File: src/rtl/bltc_pkg.sv
// Package for the boolean logic trigger combiner
// Assumes a 32-bit APB slave on pclk
package bltc_pkg;
   // Register byte offsets
   localparam logic [11:0] BLTC_OFF_CTRL    = 12'h000; // Mode select and clears
   localparam logic [11:0] BLTC_OFF_FUNC_A0 = 12'h004; // Function A product 0
   localparam logic [11:0] BLTC_OFF_FUNC_A1 = 12'h008; // Function A product 1
   localparam logic [11:0] BLTC_OFF_FUNC_B0 = 12'h00c; // Function B product 0
   localparam logic [11:0] BLTC_OFF_FUNC_B1 = 12'h010; // Function B product 1
   localparam logic [11:0] BLTC_OFF_STATUS  = 12'h014; // Live state, read only
   // Product word field positions
   localparam int BLTC_POS_USE   = 0;  // [3:0] channel participates
   localparam int BLTC_POS_POL   = 4;  // [7:4] 1 = true form, 0 = complement
   localparam int BLTC_POS_EDGE  = 8;  // [8] product has an edge channel
   localparam int BLTC_POS_ECH   = 9;  // [10:9] edge channel index
   localparam int BLTC_POS_ERISE = 11; // [11] 1 = rising, 0 = falling
   localparam int BLTC_POS_VALID = 12; // [12] product programmed
   localparam int BLTC_PROD_W    = 13; // Product word width
   // Control field positions
   localparam int BLTC_POS_MODE  = 0;  // [1:0] mode
   localparam int BLTC_POS_CLRA  = 2;  // [2] write 1 clears function A
   localparam int BLTC_POS_CLRB  = 3;  // [3] write 1 clears function B
   // Reset values
   localparam logic [12:0] BLTC_RST_PROD = 13'h0000; // Cleared product
   localparam logic [1:0]  BLTC_RST_MODE = 2'h0;     // Function A alone
   // Trigger pulse length in cycles
   localparam int BLTC_PULSE_CYC = 1;

   // Trigger modes
   typedef enum logic [1:0] {
      BLTC_MODE_A,
      BLTC_MODE_B,
      BLTC_MODE_A_THEN_B
   } bltc_mode_e;

   // One programmed product
   typedef struct packed {
      logic       valid; // Product present
      logic       erise; // Edge direction
      logic [1:0] ech;   // Edge channel
      logic       edg;   // Edge qualified
      logic [3:0] pol;   // Polarity per channel
      logic [3:0] use_;  // Participating channels
   } bltc_prod_s;

   // One function: two products
   typedef struct packed {
      bltc_prod_s p1;
      bltc_prod_s p0;
   } bltc_func_s;

   // Evaluate one product from current and previous samples
   function automatic logic bltc_prod_eval(input bltc_prod_s p, input logic [3:0] cur,
                                           input logic [3:0] prv);
      logic [3:0] lvl;
      logic       ok;
      logic       trn;
      lvl = ~p.use_ | ~(cur ^ p.pol);
      ok  = &lvl;
      trn = p.erise ? (cur[p.ech] & ~prv[p.ech]) : (~cur[p.ech] & prv[p.ech]);
      bltc_prod_eval = p.valid & ok & (~p.edg | trn);
   endfunction

   // Evaluate one function as OR of its products
   function automatic logic bltc_func_eval(input bltc_func_s f, input logic [3:0] cur,
                                           input logic [3:0] prv);
      bltc_func_eval = bltc_prod_eval(f.p0, cur, prv) | bltc_prod_eval(f.p1, cur, prv);
   endfunction
endpackage

File: src/rtl/bltc_sampler.sv
// Channel sampler: registers the four comparator levels twice
// Assumes comparator outputs synchronous to pclk
`timescale 1ns/1ns
module bltc_sampler
   import bltc_pkg::*;
#(
   parameter int N = 4 // Channel count
)(
   // Clock and reset
   input  wire logic         pclk,
   input  wire logic         presetn,
   input  wire logic         clk_en,
   // Comparator levels
   input  wire logic [N-1:0] chan_in,
   // Samples
   output logic      [N-1:0] cur_ff,
   output logic      [N-1:0] prv_ff
);
   // Elaboration check
   if (N != 4) begin : g_bad_n
      $error("bltc_sampler supports exactly four channels");
   end

   // Sample now and previous sample
   always_ff @(posedge pclk or negedge presetn) begin
      if (!presetn) begin
         cur_ff <= '0;
         prv_ff <= '0;
      end else if (clk_en) begin
         cur_ff <= chan_in; // RULE_14
         prv_ff <= cur_ff;  // RULE_14
      end
   end
endmodule

File: src/rtl/bltc_top.sv
// Boolean logic trigger combiner: APB registers, two functions, nesting
// Operation
// RULE_01 - Channel above threshold reads as logic one
// RULE_02 - Function is OR of AND products
// RULE_03 - At most two products over four channels
// RULE_04 - Each channel selectable true or complemented
// RULE_05 - Unused channels do not affect product
// RULE_06 - AND, OR, NOT behave as Boolean
// RULE_07 - One optional rising/falling edge per product
// RULE_08 - Edge product true only at transition
// RULE_09 - Nested: A arms, then B fires
// RULE_10 - Nested: B ignored until armed
// RULE_11 - Satisfied function emits trigger pulse
// RULE_12 - Two functions A, B plus nested mode
// RULE_13 - Reset input blocks trigger and arming
// RULE_14 - Sample on clock, edges versus previous
// RULE_15 - Cleared function never asserts
// Assumes comparator levels synchronous to pclk
`timescale 1ns/1ns
module bltc_top
   import bltc_pkg::*;
#(
   parameter int NCH = 4 // Channel count
)(
   // APB clock and reset
   input  wire logic        pclk,
   input  wire logic        presetn,
   input  wire logic        clk_en,
   // APB slave
   input  wire logic        psel,
   input  wire logic        penable,
   input  wire logic        pwrite,
   input  wire logic [11:0] paddr,
   input  wire logic [31:0] pwdata,
   output logic      [31:0] prdata,
   output logic             pready,
   output logic             pslverr,
   // Comparator outputs, one per channel
   input  wire logic        input_channel_1,
   input  wire logic        input_channel_2,
   input  wire logic        input_channel_3,
   input  wire logic        input_channel_4,
   // External trigger inhibit, active high
   input  wire logic        ext_reset,
   // Time base trigger
   output logic             trig_out,
   output logic             armed_out
);
   ////////////////////////////////////////////////////////////////////////////////
   // Elaboration check
   if (NCH != 4) begin : g_bad_nch
      $error("bltc_top supports exactly four channels");
   end

   ////////////////////////////////////////////////////////////////////////////////
   // State
   typedef struct packed {
      bltc_func_s  fa;      // Function A
      bltc_func_s  fb;      // Function B
      logic [1:0]  mode;    // Trigger mode
      logic        armed;   // Nested arm flag
      logic        trig;    // Trigger pulse
      logic        trig_st; // Sticky trigger seen
      logic [31:0] rdata;   // Read data
      logic        ready;   // APB ready
      logic        err;     // APB error
   } bltc_state_s;

   bltc_state_s st_ff;      // Registered state
   bltc_state_s nxt_st;     // Next state
   logic [3:0]  cur;        // Current samples
   logic [3:0]  prv;        // Previous samples
   logic        fa_hit;     // Function A true
   logic        fb_hit;     // Function B true
   logic        acc;        // APB access phase
   logic        wr;         // APB write taken
   logic        rd;         // APB read taken
   logic        mapped;     // Address decodes

   ////////////////////////////////////////////////////////////////////////////////
   // Channel sampling
   bltc_sampler #(
      .N (NCH)
   ) u_sampler (
      .pclk    (pclk),
      .presetn (presetn),
      .clk_en  (clk_en),
      .chan_in ({input_channel_4, input_channel_3, input_channel_2, input_channel_1}), // RULE_01
      .cur_ff  (cur),
      .prv_ff  (prv)
   );

   ////////////////////////////////////////////////////////////////////////////////
   // Function evaluation
   assign fa_hit = bltc_func_eval(st_ff.fa, cur, prv); // RULE_02
   assign fb_hit = bltc_func_eval(st_ff.fb, cur, prv); // RULE_12

   // APB decode
   assign acc    = psel & penable & ~st_ff.ready;
   assign wr     = acc & pwrite;
   assign rd     = acc & ~pwrite;
   assign mapped = (paddr == BLTC_OFF_CTRL) | (paddr == BLTC_OFF_FUNC_A0) |
                   (paddr == BLTC_OFF_FUNC_A1) | (paddr == BLTC_OFF_FUNC_B0) |
                   (paddr == BLTC_OFF_FUNC_B1) | (paddr == BLTC_OFF_STATUS);

   ////////////////////////////////////////////////////////////////////////////////
   // Next state
   always_comb begin
      nxt_st       = st_ff;
      nxt_st.ready = acc;            // One wait state, then ready
      nxt_st.err   = acc & ~mapped;  // Unmapped address errors
      nxt_st.trig  = 1'b0;
      // Register writes
      if (wr) begin
         case (paddr)
            BLTC_OFF_CTRL: begin
               nxt_st.mode = pwdata[BLTC_POS_MODE +: 2];
               if (pwdata[BLTC_POS_CLRA]) begin
                  nxt_st.fa = '0; // RULE_15
               end
               if (pwdata[BLTC_POS_CLRB]) begin
                  nxt_st.fb = '0; // RULE_15
               end
               nxt_st.trig_st = 1'b0;
            end
            BLTC_OFF_FUNC_A0: nxt_st.fa.p0 = pwdata[BLTC_PROD_W-1:0]; // RULE_03
            BLTC_OFF_FUNC_A1: nxt_st.fa.p1 = pwdata[BLTC_PROD_W-1:0]; // RULE_03
            BLTC_OFF_FUNC_B0: nxt_st.fb.p0 = pwdata[BLTC_PROD_W-1:0]; // RULE_03
            BLTC_OFF_FUNC_B1: nxt_st.fb.p1 = pwdata[BLTC_PROD_W-1:0]; // RULE_03
            default: begin
               nxt_st.err = 1'b1; // Read-only or unmapped
            end
         endcase
      end
      // Register reads
      if (rd) begin
         case (paddr)
            BLTC_OFF_CTRL:    nxt_st.rdata = {30'h0, st_ff.mode};
            BLTC_OFF_FUNC_A0: nxt_st.rdata = {19'h0, st_ff.fa.p0};
            BLTC_OFF_FUNC_A1: nxt_st.rdata = {19'h0, st_ff.fa.p1};
            BLTC_OFF_FUNC_B0: nxt_st.rdata = {19'h0, st_ff.fb.p0};
            BLTC_OFF_FUNC_B1: nxt_st.rdata = {19'h0, st_ff.fb.p1};
            // Bit 9 sticky, 8 B true, 7 A true, 6 armed, 5:2 channels, 1:0 zero
            BLTC_OFF_STATUS:  nxt_st.rdata = {22'h0, st_ff.trig_st, fb_hit, fa_hit,
                                              st_ff.armed, cur, 2'h0};
            default:          nxt_st.rdata = 32'h00000000;
         endcase
      end
      // Trigger logic
      if (ext_reset) begin
         nxt_st.armed = 1'b0; // RULE_13
      end else begin
         case (st_ff.mode)
            BLTC_MODE_A: begin
               nxt_st.trig = fa_hit; // RULE_11
            end
            BLTC_MODE_B: begin
               nxt_st.trig = fb_hit; // RULE_11
            end
            BLTC_MODE_A_THEN_B: begin
               if (st_ff.armed && fb_hit) begin
                  nxt_st.trig  = 1'b1; // RULE_09
                  nxt_st.armed = 1'b0; // RULE_09
               end else if (fa_hit) begin
                  nxt_st.armed = 1'b1; // RULE_09
               end
               // Unarmed B occurrences fall through silently
               // RULE_10
            end
            default: begin
               nxt_st.trig  = 1'b0;
               nxt_st.armed = 1'b0;
            end
         endcase
      end
      // Sticky seen flag: the event wins over the clear
      if (nxt_st.trig) begin
         nxt_st.trig_st = 1'b1;
      end
   end

   ////////////////////////////////////////////////////////////////////////////////
   // State register
   always_ff @(posedge pclk or negedge presetn) begin
      if (!presetn) begin
         st_ff      <= '0;
         st_ff.mode <= BLTC_RST_MODE;
      end else if (clk_en) begin
         st_ff <= nxt_st;
      end
   end

   ////////////////////////////////////////////////////////////////////////////////
   // Outputs straight from flip-flops
   assign prdata    = st_ff.rdata;
   assign pready    = st_ff.ready;
   assign pslverr   = st_ff.err;
   assign trig_out  = st_ff.trig; // RULE_13
   assign armed_out = st_ff.armed;

   // Boolean operators come from the evaluation functions
   // RULE_04 RULE_05 RULE_06 RULE_07 RULE_08
endmodule

File: config.mk
export PLATFORM = sky130hd
export DESIGN_NAME = bltc_top
export DESIGN_NICKNAME = d
export VERILOG_FILES = /design/src/rtl/bltc_pkg.sv /design/src/rtl/bltc_sampler.sv /design/src/rtl/bltc_top.sv
export SDC_FILE = /design/constraint.sdc
export NUM_CORES = 1
export LEC_CHECK = 0
export BUFFER_PORTS_ARGS = -buffer_cell sky130_fd_sc_hd__clkbuf_2
export CAP_MARGIN = 10
export CORE_MARGIN = 2
export CORE_UTILIZATION = 59
export CTS_CLUSTER_SIZE = 20
export DETAILED_ROUTE_END_ITERATION = 16
export GPL_ROUTABILITY_DRIVEN = 0
export GPL_TIMING_DRIVEN = 1
export PLACE_DENSITY_LB_ADDON = 0.2
export SETUP_SLACK_MARGIN = 0.5
export SLEW_MARGIN = 20
export SYNTH_ARGS = -nofsm -noshare
export SYNTH_HDL_FRONTEND = slang
export SYNTH_HIERARCHICAL = 1
export SYNTH_SLANG_ARGS = --single-unit
File: constraint.sdc
create_clock -name pclk -period 7.2 [get_ports pclk]
set_clock_uncertainty 0.15 [all_clocks]
set_input_delay 0.36 -clock pclk [delete_from_list [all_inputs] [get_ports pclk]]
set_output_delay 0.36 -clock pclk [all_outputs]
set_load 0.005 [all_outputs]
### Word-level counts from Yosys, hierarchy flattened

Index checks and enable logic that the tools add are counted.

| word-level totals | value |
|---|---|
| register bits | 99 |
| bits of input ports | 55 |
| output and inout bits | 36 |
| logic and storage cells | 173 |

| operators by class | value |
|---|---|
| order comparisons | 4 |
| eq/ne operators | 11 |
| mux-type cells | 39 |
| bitwise operators | 63 |
| reduce and logical (&&, ||, !) cells | 23 |

Operator list:

| kind | count |
|---|---|
| $pmux W13 S2 | 4 |
| $pmux W13 S6 | 1 |
| $mux W26 | 2 |
| $not A4 Y4 | 8 |
| $reduce_and A4 Y1 | 8 |
| $eq A12 B4 Y1 const B | 2 |
| $eq A12 B5 Y1 const B | 2 |
| $mux W1 | 22 |
| $and A1 B1 Y1 | 21 |
| $bmux W1 S2 | 8 |
| $or A4 B4 Y4 | 4 |
| $xor A4 B4 Y4 | 4 |
| $not A1 Y1 | 15 |
| $eq A12 B3 Y1 const B | 1 |
| $logic_not A12 Y1 | 1 |
| $lt A2 B3 Y1 const B | 4 |
| $reduce_bool A2 Y1 | 6 |
| $or A1 B1 Y1 | 11 |
| $reduce_and A3 Y1 | 3 |
| $reduce_or A5 Y1 | 1 |
| $ne A2 B2 Y1 const B | 2 |
| $ne A4 B4 Y1 const B | 1 |
| $pmux W1 S3 | 1 |
| $eq A2 B1 Y1 const B | 1 |
| 7 further kinds | 7 |

### Longest topological paths before layout

Gate-level depths: netlist (run 1).

| logic depth | value |
|---|---|
| word-level depth | 14 |
| gate-level depth with buffers | 7 |
| gate-level depth less buffers | 5 |

### Hierarchy

Netlist (run 1), hierarchy kept.

Modules (own cells, without submodules):

| module | times used | cells each | area an instance (um2) | sequential area each (um2) |
|---|---|---|---|---|
| bltc_top | 1 | 384 | 4,105.2 | 1,801.7 |
| bltc_sampler | 1 | 17 | 331.6 | 200.2 |

### Worst setup path before layout (run 1)

Ideal clock, no wire load.

| path | value |
|---|---|
| kind | register -> register |
| from | register st_ff (netlist bit pready) |
| to | register st_ff[78] in the netlist's numbering |
| library setup time | 121 ps |
| data arrival time | 2,028 ps |
| required time | 6,929 ps |
| setup slack | 4,901 ps |
| stages on the path, launching flop included | 8 |
| buffers on the path | 2 |
| period minus slack after synthesis | 2,299 ps |
| cells stage by stage | dfrtp_1 nand4b_2 or2_1 buf_2 or3_4 or3_4 buf_6 a22o_1 |

| between the ends | value |
|---|---|
| cells in the longest elaborated chain, start to end | 4 |

RTL lines:

| what | RTL line | source |
|---|---|---|
| start, declared | bltc_top.sv:69 | `bltc_state_s st_ff;` |
| start signal, assigned | bltc_top.sv:189 | `st_ff <= nxt_st;` |
| $not A1 Y1 | bltc_top.sv:99 | `assign acc = psel & penable & ~st_ff.ready;` |
| $and A1 B1 Y1 | bltc_top.sv:99 |  |
| $and A1 B1 Y1 | bltc_top.sv:100 | `assign wr = acc & pwrite;` |
| $reduce_and A4 Y1 (no source line) | n/a |  |

No other way between the ends.
A chain may end at the register's enable or synchronous reset.

### Final worst setup path (run 1)

| path | value |
|---|---|
| from | input port paddr[9] |
| to | register st_ff[44] in the netlist's numbering |

| between the ends | value |
|---|---|
| cells in the longest elaborated chain, start to end | 3 |
| elaborated cells between the ends (all ways) | 6 |
| classes of those cells | eq/ne: 2; mux: 1; reduce/logical: 3 |

RTL lines:

| what | RTL line | source |
|---|---|---|
| start, declared | bltc_top.sv:33 | `input wire logic [11:0] paddr,` |
| $eq A12 B4 Y1 / $logic_not A12 Y1 (equally long branches) | bltc_top.sv:115 | `case (paddr)` |
| $reduce_bool A2 Y1 (no source line) / $ne A2 B2 Y1 (equally long branches) | n/a |  |
| $reduce_and A4 Y1 (no source line) | n/a |  |

Several ways; a longest one is shown, not always the timed one.

==> results.py, run 1 <==
metrics = {
    "status": {
        "status": "completed",
    },
    "routing": {
        "via_per_inst": 6.50,
        "drtIter0Drc": 318,
        "vias": 3447,
        "drt-wirelength-per-cell_microns": 21.3,
        "ant_nets": 0,
        "firstDrtPassIters": 5,
        "wl_mm": 11.3,
        "drc": 0,
    },
    "clock_tree": {
        "cts_hold_buf": 0,
        "cts.sinks": 80,
        "h-tree-depth": 3,
        "cts_made_buffers": 9,
        "ctsResizeCount": 0,
        "cts_tree": "done",
        "cts_buffer_depth": 2,
        "clock_latency_ns": 0.35,
        "cts.clk_slew.worst_paths_ns": 0.08,
        "postCtsSetupRepairBufs": 0,
        "cts-root-buf": "clkbuf_8",
    },
    "yosys": {
        "yosysUniqueCellTypes": 51,
        "ys_seq_area_share_pct": 45.1,
        "synth_flop_cell": "dfrtp_1",
        "syn_area_sq_mm": 0.00444,
        "syn_area_per_cell_sq_um": 11.1,
        "syn_inst": 401,
        "async_reset_ff_share_pct": 100,
        "netlist_top_cells_area": "dfrtp_1, a22o_1, buf_4",
        "yosysWarnings": 6,
        "synth_top_area_share_pct": 45.1,
        "synth_edf_count": 0,
        "ys_ff_latch": 80,
        "yosysTopAreaCell": "dfrtp_1",
    },
    "global_routing": {
        "gr-usage-all-layers_pct": 28.4,
        "grt_pass1_vias": 3304,
        "grt_pass1_wl_mm": 17.9,
        "grt_max_degree": 81,
        "antenna_found_initial": 0,
        "grt_overflow": 0,
    },
    "critical_path": {
        "r2r_slack_ns": 4.42,
        "cp-end-kind": "register",
        "critPathMaxFanout": 13,
        "r2r-end": "st_ff[44]",
        "crit_path_start_kind": "primary input",
        "reg2reg_depth": 5,
        "cp.arrival_ns": 2.99,
        "cp.required_ns": 7.34,
        "worstReg2RegStart": "pready",
        "critPathKind": "primary input to register",
    },
    "final_layout": {
        "n_antenna_cell": 0,
        "final_cell_mix": "dfrtp_1, a22o_1, clkbuf_2, nor2_1, nand2_1",
        "layout-drive-gt1-share_pct": 26.2,
        "area_growth_pct": 8.21,
        "final_common_cell": "dfrtp_1",
        "nets": 481,
        "final_cells": 530,
    },
    "timing": {
        "relSlewSlack_pct": 26.9,
        "max_freq_mhz": 350,
        "setup_viol": 0,
        "finalHoldViolations": 0,
        "slew_viol_final": 0,
        "worst_pin_slew_ns": 1.09,
        "rsz0062_at_grt": "no",
        "fin_crit_sh_pct": 39.7,
        "min_period_ns": 2.86,
        "fin_tns_setup_ns": 0,
        "whs_ns": 0.0810,
    },
    "pwr": {
        "pwr-share-clk_pct": 39.9,
        "p_int_uw": 706,
        "switching_power_uw": 237,
        "power.density_mw_per_mm2": 196,
        "pwr-share-comb_pct": 9.6,
        "p_leak_uw": 0.00224,
        "switching_share_pct": 25.1,
        "seqPwrFrac_pct": 50.5,
        "ir_drop_mv": 0.113,
    },
    "placed_design": {
        "port_buffers": 52,
        "hpwl_mm": 7.51,
        "dp_cells": 512,
    },
    "floorplanning": {
        "ioPinCount": 91,
        "start_util_pct": 61.2,
        "die_w_microns": 90.7,
        "coreArea_sq_mm": 0.00725,
        "row_count": 31,
        "dieHeight_microns": 90.7,
        "die_area_sq_mm": 0.00823,
    },
    "run": {
        "maxCapViolations": 0,
    },
    "worst_hold_path": {
        "min_from": "input_channel_4",
        "hold_depth": 2,
        "whs_endpoint": "u_sampler/cur_ff[3]",
        "hold_path.class": "primary input to register",
    },
}
[sequential cells by signal (all words and copies together), names as in the netlist]
register,cells
st_ff,55
prdata,13
u_sampler/cur_ff,4
u_sampler/prv_ff,4
armed_out,1
pready,1
pslverr,1
trig_out,1
[cell families (layout without fill, tap and decap cells)]
logic type	Yosys count	in the layout	share of synthesized area, %
AO/OA/AOI/OAI	114	114	19.9
multiplexers	39	39	12.5
XOR/XNOR	16	16	3.16
flip-flops	80	80	45.1
other	1	19	0.0845
buffers and inverters	68	80	8.91
AND/OR/NAND/NOR	83	83	10.3
[synth_stat cells (all sizes together) (2+ instances only)]
| library cell | count |
|---|---|
| dfrtp | 80 |
| a22o | 52 |
| buf | 41 |
| mux2 | 27 |
| nand2 | 20 |
| nor2 | 20 |
| clkbuf | 18 |
| xor2 | 16 |
| o21ai | 14 |
| a22oi | 11 |
| a21oi | 9 |
| inv | 9 |
| mux4 | 8 |
| nand3 | 6 |
| nand3b | 6 |
| or3b | 5 |
| mux2i | 4 |
| nor2b | 4 |
| o221ai | 4 |
| a222oi | 3 |
| a31oi | 3 |
| and3 | 3 |
| nand4b | 3 |
| nor3 | 3 |
| o22ai | 3 |
| or3 | 3 |
| a21o | 2 |
| a221oi | 2 |
| a2bb2oi | 2 |
| a32oi | 2 |
| nand2b | 2 |
| nor4 | 2 |
| o32a | 2 |
[worst max-delay path: stages]
cell and delay, ns:
clkbuf_2 0.08, nor4_1 0.49, nand3_1 0.47, or3_4 0.49
nor2_1 0.84, a22o_1 0.26
[power by group through the flow]
stage,clock [uW],sequential [uW],combinational (uW)
4_1_cts,374,475,87.7
2_1_floorplan,0,473,68.5
3_5_place_dp,0,485,86.8
3_3_place_gp,0,484,84.0
5_1_grt,399,477,99.8
6_report,376,476,90.5
[layer usage]
layer / track usage, % / vias to the layer above / wire (microns)
li1: - / 1502 / -
met1: 39.8 / 1706 / 4820
met2: 44.0 / 221 / 5290
met3: 6.84 / 18 / 1070
met4: 8.33 / 0 / 136
met5: 0 / - / 0
[stage by stage]
stage,utilization [%],cell area (sq um),worst slack (ns),power (uW)
after global routing,66.2,4800,4.16,977
after floorplan,-,4500,4.90,541
after detailed placement,62.6,4540,4.05,571
after CTS,65.7,4760,4.41,937
after global placement,62.6,4540,4.15,568
final,66.2,4800,4.34,942
[worst max-delay path by stage]
stage          slack (ns)  cells after the start   endpoint      from
6_report             4.34                      6  st_ff[44]  paddr[9]
4_1_cts              4.41                      6  st_ff[50]  paddr[9]
2_1_floorplan        4.90                      7  st_ff[78]    pready
3_5_place_dp         4.05                      6  st_ff[43]  paddr[9]
3_3_place_gp         4.15                      4  st_ff[71]  paddr[2]
5_1_grt              4.16                      6  st_ff[47]  paddr[9]
[layout make-up]
type | count | area [sq um]
multi-input combinational | 271 | 2110
tap | 99 | 124
inverter | 9 | 33.8
fill | 572 | 2450
sequential | 80 | 2000
timing repair buffer | 55 | 308
clock buffer | 11 | 141
clock inverter | 5 | 78.8
No activity file was read; power rests on OpenSTA's default activity.
==> run 2: changes to the inputs <==
--- a/config.mk
+++ b/config.mk
@@ -8,7 +8,7 @@
 export BUFFER_PORTS_ARGS = -buffer_cell sky130_fd_sc_hd__clkbuf_2
 export CAP_MARGIN = 10
 export CORE_MARGIN = 2
-export CORE_UTILIZATION = 59
+export CORE_UTILIZATION = 55
 export CTS_CLUSTER_SIZE = 20
 export DETAILED_ROUTE_END_ITERATION = 16
 export GPL_ROUTABILITY_DRIVEN = 0
==> constraint.sdc (replaced) <==
create_clock -name pclk -period 2.8 [get_ports pclk]
set_clock_uncertainty 0.15 [all_clocks]
set_input_delay 0.14 -clock pclk [delete_from_list [all_inputs] [get_ports pclk]]
set_output_delay 0.14 -clock pclk [all_outputs]
set_load 0.005 [all_outputs]
==> run 2 against run 1 <==
Core utilization up 0.29 points. Combinational power rose to 3.2 times the previous value. Die area is 7.0% higher. Count of clock-buffer cells in the layout fell by 1. Highest routed layer unchanged. Sequential cell count unchanged. Via count is 3.7% higher. Final cell count increased by 7.4%. Register-to-register slack worse by 3.9 ns. Clock power grew to 2.7 times the previous value.
==> results.py, run 2 (synthesis results as in run 1) <==
metrics = {
    "status": {
        "status": "completed",
    },
    "critical_path": {
        "cp.required_ns": 2.93,
        "reg2reg_depth": 5,
        "cp-end-kind": "register",
        "critPathKind": "register to register",
        "r2r-end": "st_ff[34]",
        "crit_chain": "mux4_2 > or3b_2 > nand3_1 > a32oi_2 > o221ai_1",
        "critical-path-top-delay-family": "simple AND/OR/NAND/NOR gates",
        "cp.arrival_ns": 2.39,
        "critPathMaxFanout": 11,
        "worstReg2RegStart": "u_sampler/cur_ff[2]",
        "crit_path_start_kind": "register",
        "cpPeakStageDelay_ns": 0.53,
        "cp_slowest_cell": "dfrtp_2",
        "r2r_slack_ns": 0.54,
        "critical_path_buf_inv_count": 0,
    },
    "placed_design": {
        "hpwl_mm": 7.80,
        "port_buffers": 52,
        "dp_cells": 523,
    },
    "timing": {
        "relSlewSlack_pct": 46.4,
        "min_period_ns": 2.26,
        "worst_pin_slew_ns": 0.804,
        "setup_viol": 0,
        "slew_viol_final": 0,
        "max_freq_mhz": 443,
        "finalHoldViolations": 0,
        "fin_crit_sh_pct": 80.7,
        "fin_tns_setup_ns": 0,
        "rsz0062_at_grt": "no",
    },
    "clock_tree": {
        "cts-root-buf": "clkbuf_8",
        "cts.clk_slew.worst_paths_ns": 0.08,
        "cts.sinks": 80,
        "cts_tree": "done",
        "cts_made_buffers": 9,
        "h-tree-depth": 3,
        "cts_buffer_depth": 2,
        "clock_latency_ns": 0.36,
    },
    "final_layout": {
        "postLayoutCoreUtil_pct": 66.5,
        "final_cell_mix": "dfrtp_1, a22o_1, clkbuf_2, dlygate4sd3_1",
        "final_cells": 569,
        "n_antenna_cell": 0,
        "area_growth_pct": 16.4,
        "final_common_cell": "dfrtp_1",
        "nets": 517,
        "layout-drive-gt1-share_pct": 28.9,
        "largest_reg_flops": 55,
        "top_register": "st_ff",
    },
    "pwr": {
        "p_leak_uw": 0.00240,
        "power.density_mw_per_mm2": 489,
        "ir_drop_mv": 0.293,
    },
    "global_routing": {
        "grt_max_degree": 81,
        "antenna_found_initial": 0,
        "grt_overflow": 0,
        "grt_pass1_wl_mm": 18.3,
        "gr-usage-all-layers_pct": 27.6,
        "grt_pass1_vias": 3342,
    },
    "floorplanning": {
        "ioPinCount": 91,
        "row_count": 32,
        "coreArea_sq_mm": 0.00777,
        "dieHeight_microns": 93.8,
        "start_util_pct": 57.1,
        "die_w_microns": 93.8,
        "die_area_sq_mm": 0.00880,
    },
    "routing": {
        "vias": 3576,
        "drtIter0Drc": 325,
        "wl_mm": 11.8,
        "drt-wirelength-per-cell_microns": 20.7,
        "drc": 0,
        "ant_nets": 0,
        "firstDrtPassIters": 5,
        "via_per_inst": 6.28,
    },
    "run": {
        "maxCapViolations": 0,
    },
    "worst_hold_path": {
        "hold_path.class": "primary input to register",
        "hold_depth": 4,
        "whs_endpoint": "pslverr",
        "min_from": "pwrite",
    },
}
-- run 2: changes by cell type in the layout (fill, tap and decap cells not counted), moves of 4 or more --
cell	before	now
dlygate4sd3_1	1	21
buf_4	2	16
dfrtp_1	80	76
dfrtp_2	0	4
-- run 2: area by class of cell --
cell class                      instances  area (sq um)
Clock inverter                          6           108
Multi-Input combinational cell        272          2140
Fill cell                             623          2600
Clock buffer                           10           128
Timing Repair Buffer                   90           617
Sequential cell                        80          2010
Inverter                                9          33.8
Tap cell                              102           128
-- run 2: timing repair --
action                                  4_1_cts  5_1_grt
hold buffers                                 21        0
hold endpoints to repair                    140        0
setup buffers                                 8        0
resized for setup                             8        0
cloned                                        1        0
pin swaps                                     1        1
endpoints found under the setup margin       17        7
-- run 2: power breakdown --
| part | leakage [uW] | switching [uW] | internal, uW |
|---|---|---|---|
| clock | 0.000116 | 429 | 589 |
| combinational | 0.00120 | 147 | 146 |
| sequential | 0.00108 | 36.4 | 1180 |
| total | 0.00240 | 612 | 1910 |
-- run 2: worst register-to-register path: stages, from the launching register on --
cell	delay [ns]
dfrtp_2	0.53
mux4_2	0.51
or3b_2	0.47
nand3_1	0.12
a32oi_2	0.19
o221ai_1	0.22
-- run 2: worst max-delay path by stage --
| stage | depth (start not counted) | from | slack, ns | end |
|---|---|---|---|---|
| global placement | 5 | pready | 0.45 | st_ff[80] |
| CTS | 5 | pready | 0.55 | st_ff[84] |
| global route | 5 | u_sampler/cur_ff[2] | 0.50 | trig_out |
| floorplan | 7 | pready | 0.50 | st_ff[78] |
| detailed placement | 5 | u_sampler/cur_ff[3] | 0.43 | st_ff[34] |
| finish | 5 | u_sampler/cur_ff[2] | 0.54 | st_ff[34] |
-- run 2: through the flow --
stage / instance area (sq um) / hold WS (ns) / setup WS [ns] / total power (uW)
floorplan: 4500 / -0.306 / 0.501 / 1390
global placement: 4610 / 0.214 / 0.446 / 1470
detailed placement: 4610 / 0.226 / 0.426 / 1480
CTS: 5160 / 0.0680 / 0.555 / 2520
global route: 5160 / 0.111 / 0.500 / 2600
finish: 5160 / 0.0709 / 0.540 / 2530
-- run 2: routing by layer --
| metal | up-vias | track usage [%] | wire [microns] | part of all wire, % |
|---|---|---|---|---|
| li1 | 1579 | - | - | - |
| met1 | 1742 | 39.1 | 4960 | 42 |
| met2 | 229 | 43.2 | 5510 | 47 |
| met3 | 26 | 5.78 | 1090 | 9.3 |
| met4 | 0 | 7.61 | 198 | 1.7 |
| met5 | - | 0 | 0 | 0 |
